### src/core/mmw_pkg.sv
// shared constants for the memory-mapped wait-state port
package mmw_pkg;
  localparam int ADDR_W_MIN   = 1;
  localparam int ADDR_W_MAX   = 32;
  localparam int DATA_W_MIN   = 8;
  localparam int DATA_W_MAX   = 1024;
  localparam int BYTE_W       = 8;
  localparam int WAIT_CYC_DEF = 2;   // counted wait cycles per transfer, default
  localparam int MEM_WORDS    = 16;  // words held by the device end
  localparam int ADDR_W_MEM   = 10;  // widest address the local store serves
endpackage

### src/core/mmw_if.sv
// interface joining the interconnect end and the slave end
`timescale 1ns/1ns
interface mmw_if #(
  parameter int ADDR_W = 4,
  parameter int DATA_W = 32
) (
  input wire logic i_clock
);
  logic                  rd;        // read strobe
  logic                  wr;        // write strobe
  logic [ADDR_W-1:0]     addr;      // word address
  logic [DATA_W-1:0]     wdata;     // write data
  logic [DATA_W-1:0]     rdata;     // read data
  logic [DATA_W/8-1:0]   lane_en;   // byte-lane enables
  logic                  first;     // first cycle of a transfer
  logic                  stall;     // stall request from slave

  modport slave (input rd, wr, addr, wdata, lane_en, first, output rdata, stall);
  modport fabric (output rd, wr, addr, wdata, lane_en, first, input rdata, stall);
endinterface

### src/core/mmw_slave.sv
// slave end: small word memory with wait states and byte lanes
// Operation
// - read data output and write data plus strobe
// - read strobe marks a read transfer
// - write strobe marks a write transfer
// - address is a word offset from zero
// - read data width power of two, 8..1024
// - read and write data share one width
// - one lane enable bit per data byte
// - writes update only enabled byte lanes
// - side-effect-free reads return the full word
// - fabric sends only aligned power-of-two lane groups
// - single lane bit n selects byte n
// - fabric marks first cycle of every transfer
// - stall while request cannot yet complete
// - fabric holds controls steady while stalled
// - stall allowed while idle
// - transfer may start during stall
// - active-low variants allowed, same meaning
// - one signal of each type per port
// - inputs sampled on clock edges only
// - reset released synchronously to clock
`timescale 1ns/1ns
module mmw_slave #(
  parameter int ADDR_W = 4,
  parameter int DATA_W = 32,
  parameter int WAIT_C = mmw_pkg::WAIT_CYC_DEF
) (
  input  wire logic i_clock,       // port clock
  input  wire logic i_srst,        // synchronous reset, high
  mmw_if.slave      bus,           // link to the interconnect
  output logic      o_busy         // high while a transfer is pending
);
  localparam int LANES   = DATA_W / mmw_pkg::BYTE_W;
  localparam int WORDS   = 1 << ADDR_W;
  localparam int CNT_W   = $clog2(WAIT_C + 2);
  localparam bit NO_WAIT = (WAIT_C == 0);

  // refuse parameter values the logic cannot serve; the store is a plain
  // array, so its address width is capped well below the port maximum
  initial begin
    if (ADDR_W < mmw_pkg::ADDR_W_MIN || ADDR_W > mmw_pkg::ADDR_W_MAX) begin
      $error("address width out of range");
    end
    if (ADDR_W > mmw_pkg::ADDR_W_MEM) begin
      $error("address width too wide for the local store");
    end
    if (DATA_W < mmw_pkg::DATA_W_MIN || DATA_W > mmw_pkg::DATA_W_MAX) begin
      $error("data width out of range");
    end
    if ((DATA_W & (DATA_W - 1)) != 0) begin
      $error("data width must be a power of two");
    end
    if ((DATA_W % mmw_pkg::BYTE_W) != 0) begin
      $error("data width must hold whole bytes");
    end
    if (WAIT_C < 0) begin
      $error("wait count negative");
    end
  end

  // sequencer states: waiting for a request, counting wait cycles,
  // and the single cycle in which stall is low and the transfer completes
  typedef enum logic [1:0] {
    MMW_IDLE,
    MMW_WAIT,
    MMW_DONE
  } mmw_state_t;

  mmw_state_t        state_ff;    // sequencer state
  mmw_state_t        nxt_state;   // next sequencer state
  logic [CNT_W-1:0]  cnt_ff;      // wait cycles still to run
  logic [CNT_W-1:0]  nxt_cnt;     // next wait count
  logic [DATA_W-1:0] rdata_ff;    // read word shown to the fabric
  logic [DATA_W-1:0] nxt_rdata;   // next read word
  logic              busy_ff;     // a transfer is pending
  logic              nxt_busy;    // next pending flag
  logic              req;         // read or write strobe present
  logic              take;        // request seen while idle
  logic              last_wait;   // final counted wait cycle
  logic              enter_done;  // this edge opens the done cycle
  logic              wr_done;     // a write completes at this edge
  logic [DATA_W-1:0] rd_word;     // word at the current address, all lanes

  // either strobe is a request; the fabric never sends both
  assign req        = bus.rd | bus.wr;
  // taken only from idle; later edges see the fabric's held copy
  assign take       = (state_ff == MMW_IDLE) & req;
  // the count runs down to one, then the done cycle follows
  assign last_wait  = (cnt_ff <= CNT_W'(1));
  // the edge that moves the sequencer into its done cycle
  assign enter_done = (nxt_state == MMW_DONE) & (state_ff != MMW_DONE);
  // the store changes only at the completing edge of a write
  assign wr_done    = (state_ff == MMW_DONE) & bus.wr;

  // sequencer; stall stays high while idle so a new request always
  // meets the stall first, which keeps the paths uniform
  always_comb begin
    nxt_state = state_ff;
    case (state_ff)
      MMW_IDLE: begin
        if (take && NO_WAIT) begin
          nxt_state = MMW_DONE;                    // no wait cycles configured
        end else if (take) begin
          nxt_state = MMW_WAIT;
        end
      end
      MMW_WAIT: begin
        if (last_wait) begin
          nxt_state = MMW_DONE;
        end
      end
      MMW_DONE: begin
        nxt_state = MMW_IDLE;                      // transfer completes this edge
      end
      default: begin
        nxt_state = MMW_IDLE;
      end
    endcase
  end

  // sequencer register; inputs are sampled on clock edges only
  always_ff @(posedge i_clock) begin
    if (i_srst) begin
      state_ff <= MMW_IDLE;
    end else begin
      state_ff <= nxt_state;
    end
  end

  // wait counter: loaded on the take, run down while waiting
  always_comb begin
    nxt_cnt = cnt_ff;
    if (take) begin
      nxt_cnt = CNT_W'(WAIT_C);
    end else if (state_ff == MMW_WAIT) begin
      nxt_cnt = cnt_ff - CNT_W'(1);
    end
  end

  // counter register
  always_ff @(posedge i_clock) begin
    if (i_srst) begin
      cnt_ff <= '0;
    end else begin
      cnt_ff <= nxt_cnt;
    end
  end

  // read word fetched as the done cycle opens, so it stands while stall
  // is low; held until the done cycle of the next read opens
  always_comb begin
    nxt_rdata = rdata_ff;
    if (enter_done && bus.rd) begin
      nxt_rdata = rd_word;                         // address steady under stall
    end
  end

  // read word register
  always_ff @(posedge i_clock) begin
    if (i_srst) begin
      rdata_ff <= '0;
    end else begin
      rdata_ff <= nxt_rdata;
    end
  end

  // pending flag: set on the take, cleared as the done cycle closes;
  // a flop, so the output never glitches while the state decodes
  always_comb begin
    nxt_busy = busy_ff;
    if (take) begin
      nxt_busy = 1'b1;
    end else if (state_ff == MMW_DONE) begin
      nxt_busy = 1'b0;
    end
  end

  // pending register
  always_ff @(posedge i_clock) begin
    if (i_srst) begin
      busy_ff <= 1'b0;
    end else begin
      busy_ff <= nxt_busy;
    end
  end

  // stall until the done cycle, idle included; active-high forms only,
  // one signal of each kind on the port
  assign bus.stall = (state_ff != MMW_DONE);
  // full word returned; reads have no side effect so lanes are ignored
  assign bus.rdata = rdata_ff;
  assign o_busy    = busy_ff;

  // byte-lane store: each lane owns its array, so no two processes write
  // one variable; a lane changes only at the completing edge of a write,
  // and only when its enable bit is set
  genvar g;
  generate
    for (g = 0; g < LANES; g++) begin : g_lane
      logic [mmw_pkg::BYTE_W-1:0] lane_mem_ff [WORDS]; // lane byte per word, addr 0 first
      logic                       lane_we;             // this lane is written now
      logic [mmw_pkg::BYTE_W-1:0] lane_wbyte;          // this lane's write byte

      // lane bit g selects byte g of the write word
      assign lane_we    = wr_done & bus.lane_en[g];
      assign lane_wbyte = bus.wdata[g*mmw_pkg::BYTE_W +: mmw_pkg::BYTE_W];

      // no reset on the store: words read before written come back unknown
      always_ff @(posedge i_clock) begin
        if (lane_we) begin
          lane_mem_ff[bus.addr] <= lane_wbyte;         // disabled lanes keep their byte
        end
      end

      // read side takes every lane; reads have no side effects
      assign rd_word[g*mmw_pkg::BYTE_W +: mmw_pkg::BYTE_W] = lane_mem_ff[bus.addr];
    end
  endgenerate
endmodule

### src/flat_wrapper.sv
// flat-port wrapper written by rule: the top's interface ports become plain ports
module mmw_slave_flat 
#(
  parameter int ADDR_W = 4,
  parameter int DATA_W = 32,
  parameter int WAIT_C = mmw_pkg::WAIT_CYC_DEF
)
  (i_clock, i_srst, o_busy, bus_rd, bus_wr, bus_addr, bus_wdata, bus_lane_en, bus_first, bus_rdata, bus_stall);
  mmw_if #(.ADDR_W(ADDR_W), .DATA_W(DATA_W)) bus_i (.i_clock(i_clock));
  input  wire logic i_clock;
  input  wire logic i_srst;
  output logic o_busy;
  input wire logic [$bits(bus_i.rd)-1:0] bus_rd;
  input wire logic [$bits(bus_i.wr)-1:0] bus_wr;
  input wire logic [$bits(bus_i.addr)-1:0] bus_addr;
  input wire logic [$bits(bus_i.wdata)-1:0] bus_wdata;
  input wire logic [$bits(bus_i.lane_en)-1:0] bus_lane_en;
  input wire logic [$bits(bus_i.first)-1:0] bus_first;
  output wire logic [$bits(bus_i.rdata)-1:0] bus_rdata;
  output wire logic [$bits(bus_i.stall)-1:0] bus_stall;
  assign bus_i.rd = bus_rd;
  assign bus_i.wr = bus_wr;
  assign bus_i.addr = bus_addr;
  assign bus_i.wdata = bus_wdata;
  assign bus_i.lane_en = bus_lane_en;
  assign bus_i.first = bus_first;
  assign bus_rdata = bus_i.rdata;
  assign bus_stall = bus_i.stall;
  mmw_slave #(.ADDR_W(ADDR_W), .DATA_W(DATA_W), .WAIT_C(WAIT_C)) u_core (.i_clock(i_clock), .i_srst(i_srst), .bus(bus_i), .o_busy(o_busy));
endmodule
### config.mk
export PLATFORM = sky130hd
export DESIGN_NAME = mmw_slave_flat
export DESIGN_NICKNAME = d
export VERILOG_FILES = /design/src/core/mmw_pkg.sv /design/src/core/mmw_if.sv /design/src/core/mmw_slave.sv /design/src/flat_wrapper.sv
export SDC_FILE = /design/constraint.sdc
export NUM_CORES = 1
export LEC_CHECK = 0
export ABC_AREA = 1
export BUFFER_PORTS_ARGS = -buffer_cell sky130_fd_sc_hd__buf_2
export CORE_MARGIN = 5
export CORE_UTILIZATION = 40
export CTS_BUF_LIST = sky130_fd_sc_hd__clkbuf_16
export CTS_CLUSTER_SIZE = 28
export DETAILED_ROUTE_END_ITERATION = 7
export HOLD_SLACK_MARGIN = 0.15
export PLACE_DENSITY = 0.58
export SKIP_CTS_REPAIR_TIMING = 1
export SLEW_MARGIN = 20
export SYNTH_ARGS = -nofsm -noshare
export SYNTH_HDL_FRONTEND = slang
export SYNTH_SLANG_ARGS = --single-unit
### constraint.sdc
create_clock -name i_clock -period 2.01 [get_ports i_clock]
set_input_delay 0 -clock i_clock [delete_from_list [all_inputs] [get_ports i_clock]]
set_output_delay 0 -clock i_clock [all_outputs]
set_load 0.05 [all_outputs]
==> Word-level counts from Yosys, hierarchy flattened <==
Memories as Yosys holds them, arrays and structs flattened. A register that Yosys moved wholly into a read port is not among the register bits.
Cells that the tools add are included.
{ "totals": {"mem_bits_rw": 512, "word_cells": 42, "output_inout_bits": 34, "memories": 4, "inputBits": 45, "ff_bits": 5} }
{ "mem_list": {"columns": ["memory", "depth", "word_bits", "rd", "rd_ports_with_merged_regs", "write_ports", "line", "source"], "rows": [
  ["u_core.g_lane[0].lane_mem_ff", 16, 8, 1, 1, 1, "mmw_slave.sv:201", "logic [mmw_pkg::BYTE_W-1:0] lane_mem_ff [WORDS];"],
  ["u_core.g_lane[1].lane_mem_ff", 16, 8, 1, 1, 1, "mmw_slave.sv:201", null],
  ["u_core.g_lane[2].lane_mem_ff", 16, 8, 1, 1, 1, "mmw_slave.sv:201", null],
  ["u_core.g_lane[3].lane_mem_ff", 16, 8, 1, 1, 1, "mmw_slave.sv:201", null]
]} }
{ "op_classes": {"bitwise": 8, "magnitude_cmp": 1, "reduce_logical": 5, "muxes": 15, "n_eq_ne": 4, "addsub": 1} }
{ "ops": {"columns": ["op", "n"], "rows": [
  ["$mux W1", 10],
  ["$mux W2", 4],
  ["$and A1 B1 Y1", 7],
  ["$eq A2 B2 Y1 const B", 2],
  ["$pmux W2 S2", 1],
  ["$reduce_bool A2 Y1", 2],
  ["$eq A2 B1 Y1 const B", 1],
  ["$le A2 B1 Y1 const B", 1],
  ["$logic_not A2 Y1", 1],
  ["$ne A2 B2 Y1 const B", 1],
  ["$reduce_or A2 Y1", 1],
  ["$sub A2 B1 Y2 const B", 1],
  ["$logic_and A1 B1 Y1", 1],
  ["$or A1 B1 Y1", 1]
]} }

==> Logic depth before layout (Yosys ltp) <==
{ "logic_depth": {"word_depth": 7, "mapped_depth": 12, "depth_no_buf": 9} }

==> Worst setup path before layout <==
OpenSTA, ideal clock, no wires.
{ "synth_timing": {"path_kind": "flip-flop to flip-flop", "startpoint": "reg u_core.state_ff[0]", "endpoint": "mem u_core.g_lane[0].lane_mem_ff[12][0] (netlist name), enable pin", "setup_time_ns": 0.370, "t_required_ns": 1.640, "synth_period_minus_slack_ns": 2.116, "arrival_time_ns": 1.746, "path_buffers": 1, "stages_incl_launch_ff": 7, "setup_slack_ns": -0.106, "cell_sequence": "dfxtp_1 inv_1 nand2_1 nor2_1 nand2_1 clkbuf_1 nor2_1"} }
{ "synth_via": {"elab_chain_cells": 5} }
{ "synth_rtl": {"columns": ["element", "line", "source"], "rows": [
  ["start, declared", "mmw_slave.sv:70", "mmw_state_t state_ff;"],
  ["start signal, assigned", "mmw_slave.sv:127", "state_ff <= nxt_state;"],
  ["$eq A2 B2 Y1", "mmw_slave.sv:94", "assign wr_done = (state_ff == MMW_DONE) & bus.wr;"],
  ["$and A1 B1 Y1", "mmw_slave.sv:94", null],
  ["$and A1 B1 Y1", "mmw_slave.sv:206", "assign lane_we = wr_done & bus.lane_en[g];"],
  ["$mux W1", "mmw_slave.sv:211", "if (lane_we) begin"],
  ["$mux W1 (implied by the code)", "mmw_slave.sv:212", "lane_mem_ff[bus.addr] <= lane_wbyte;"],
  ["end, declared", "mmw_slave.sv:201", null]
]} }
Every way passes these cells.

==> Final worst setup path <==
{ "layout_timing": {"startpoint": "reg u_core.state_ff[0]", "endpoint": "mem u_core.g_lane[1].lane_mem_ff[6][6] (netlist name), enable pin"} }
{ "layout_via": {"elab_chain_cells": 5} }
{ "layout_rtl": {"columns": ["element", "line"], "rows": [
  ["$eq A2 B2 Y1", "mmw_slave.sv:94"],
  ["$and A1 B1 Y1", "mmw_slave.sv:94"],
  ["$and A1 B1 Y1", "mmw_slave.sv:206"],
  ["$mux W1", "mmw_slave.sv:211"],
  ["$mux W1 (implied by the code)", "mmw_slave.sv:212"],
  ["end, declared", "mmw_slave.sv:201"]
]} }
Every way passes these cells.

==> out/results.ini <==
[outcome]
status=finished clean

[yosys]
synth.avg_cell_area_um2=10.4
synthCells=2158
synth_warnings=0
synth_nets=2204
ys_types=21
ys_seq_area_share_pct=71.7
ys_seq_elements=549
synth_area_um2=22500

[worst_setup_path]
critPathKind=flop to flop
endpoint_kind=flop
required_ns=2.31
start_kind=flop
crit_chain=inv_1 > nand2_1 > nor2_1 > buf_4 > nand2_1 > buf_12 > nor2_1 > buf_4
crit_slowest_cell=dfxtp_1
arrival_ns=2.02
slowest_delay_ns=0.29
worstPathMaxFanout=16
crit_family=buffers and inverters
path_buf_inv=4

[sta]
post-route-period-util_pct=85.4
min_period_ns=1.72
hold_ws_ns=0.109
hold_viol_final=0
skew_ns=0.0145
setup_viol=0
fin_tns_setup_ns=0
fin_ws_ns=0.294
max_freq_ghz=0.583
tightest_slew_ns=0.791
slew_viol_final=0
slew-limit-headroom_pct=47.2
rsz0062_at_grt=false

[global_route]
grt_antenna_before_repair=0
grt_util_all_layers_pct=18.8
grt_max_degree=113
grt.overflow.total=0
grt_pass1_vias=14800
grt_pass1_wl_um=87600

[cts]
cts_made_buffers=57
clkTransAtPathRegs_ns=0.06
clock_sinks=549
clk_latency_ns=0.61
clock_path_buffers=3
tritoncts=done
cts_root_buffer=clkbuf_16
htreeDepth=2

[route]
routed_wl_um=57300
ant_nets=0
via_count=15100
first_pass_iters=5
drc=0
routed_via_density=4.84
routedWlPerCell_um=18.4
drtIter0Drc=1278

[place]
globalplace.congestion=0.780
dp_hpwl_um=34600
place_area_um2=24100
io_buffers=77
dp_slack_ns=0.305

[floorplanning]
pin_count=79
die-area_um2=61000
core_area_um2=55400
dieWidth_um=247
rows=86
start_util_pct=40.6
dieHeight_um=247

[layout]
drive_gt1_share_pct=11.0
nets=2376
synthToLayoutAreaGrowth_pct=16.8
final.fill_count=5095
n_antenna_cell=0
postLayoutCellArea_um2=26200

[pwr]
p_per_area_nw_per_um2=911
leakage_nw=10.6
ir_drop_uv=692
finalPower_mw=23.9

[min_path]
hold_class=input port to flop

[run]
drv_cap=0

==> registers in the layout, indices dropped and copies added (netlist names) <==
name                       cells
u_core.bus.rdata              32
u_core.cnt_ff                  2
u_core.g_lane.lane_mem_ff    512
u_core.o_busy                  1
u_core.state_ff                2
==> per-stage QoR <==
stage | utilization [%] | std cells
after floorplan | - | 2158
after global placement | 43.6 | 2980
after detailed placement | 43.6 | 2980
after CTS | 46.7 | 3083
after global routing | 47.4 | 3122
final | 47.4 | 3122
==> final cells by class <==
cell class | instances | area [um^2] | area share [%]
timing repair buffer | 218 | 1650 | 6.29
inverter | 16 | 67.6 | 0.257
sequential | 549 | 16100 | 61.4
multi-input combinational | 1488 | 5760 | 21.9
tap | 748 | 936 | 3.57
clock buffer | 59 | 1480 | 5.63
clock inverter | 44 | 239 | 0.911
==> power by group <==
group	switching [mW]	internal, mW
Clock	4.18	5.50
Sequential	0.0302	12.5
Combinational	1.21	0.435
Total	5.42	18.5
==> cells in the final DEF, fill, tap and decap left out, types with 8 or more instances in the layout <==
cell type      Yosys  final
nand2_1         1243   1243
edfxtp_1         512    512
nor2_1           135    135
buf_4             16     95
buf_2             61     75
nand3_1           66     66
clkbuf_16          0     59
dlygate4sd3_1      0     39
dfxtp_1           37     37
o21ai_0           30     30
inv_1             12     25
clkinv_1           1     17
clkinv_2           0     10
buf_12             0      8
==> metal layers <==
layer	GRT usage [%]	vias to the layer above	share of wire (%)
met3	2.95	92	5.6
li1	-	7397	-
met4	5.23	0	2.4
met1	25.7	7244	44
met2	31.3	379	48
met5	0	-	0
==> cells by family after synthesis <==
family / count (synthesis) / synth area share (%)
AOI/OAI and AO/OA: 36 / 0.802
adders and majority gates: 1 / 0.0557
buffers and inverters: 121 / 2.75
DFF: 549 / 71.7
and+or+nand+nor: 1451 / 24.7
==> cells in the mapped netlist, drive strengths merged <==
cell | number | share of area, %
buf | 80 | 2.0
nor3 | 1 | 0.022
clkbuf | 25 | 0.42
nand3 | 66 | 1.5
or2 | 1 | 0.028
o21ai | 34 | 0.76
inv | 15 | 0.27
clkinv | 1 | 0.017
dfxtp | 37 | 3.3
a21oi | 2 | 0.045
nor2 | 140 | 2.4
edfxtp | 512 | 68
nand2 | 1243 | 21
ha | 1 | 0.056
==> worst min-delay path: cells and delay by family <==
kind                   cells  cell delay [ns]
AND/OR/NAND/NOR            8             0.52
buffers and inverters      1             0.14
==> worst paths after layout <==
kind | startpoint | to | slack, ns | depth (start not counted)
min reg2reg | u_core.bus.rdata[21] | u_core.bus.rdata[21] | 0.51 | 2
min | bus_addr[0] | u_core.bus.rdata[1] | 0.11 | 9
max | u_core.state_ff[0] | u_core.g_lane[1].lane_mem_ff[6][6] | 0.29 | 8
max reg2reg | u_core.state_ff[0] | u_core.g_lane[1].lane_mem_ff[6][6] | 0.29 | 8
Note: power is estimated with default switching activity, not from simulation.
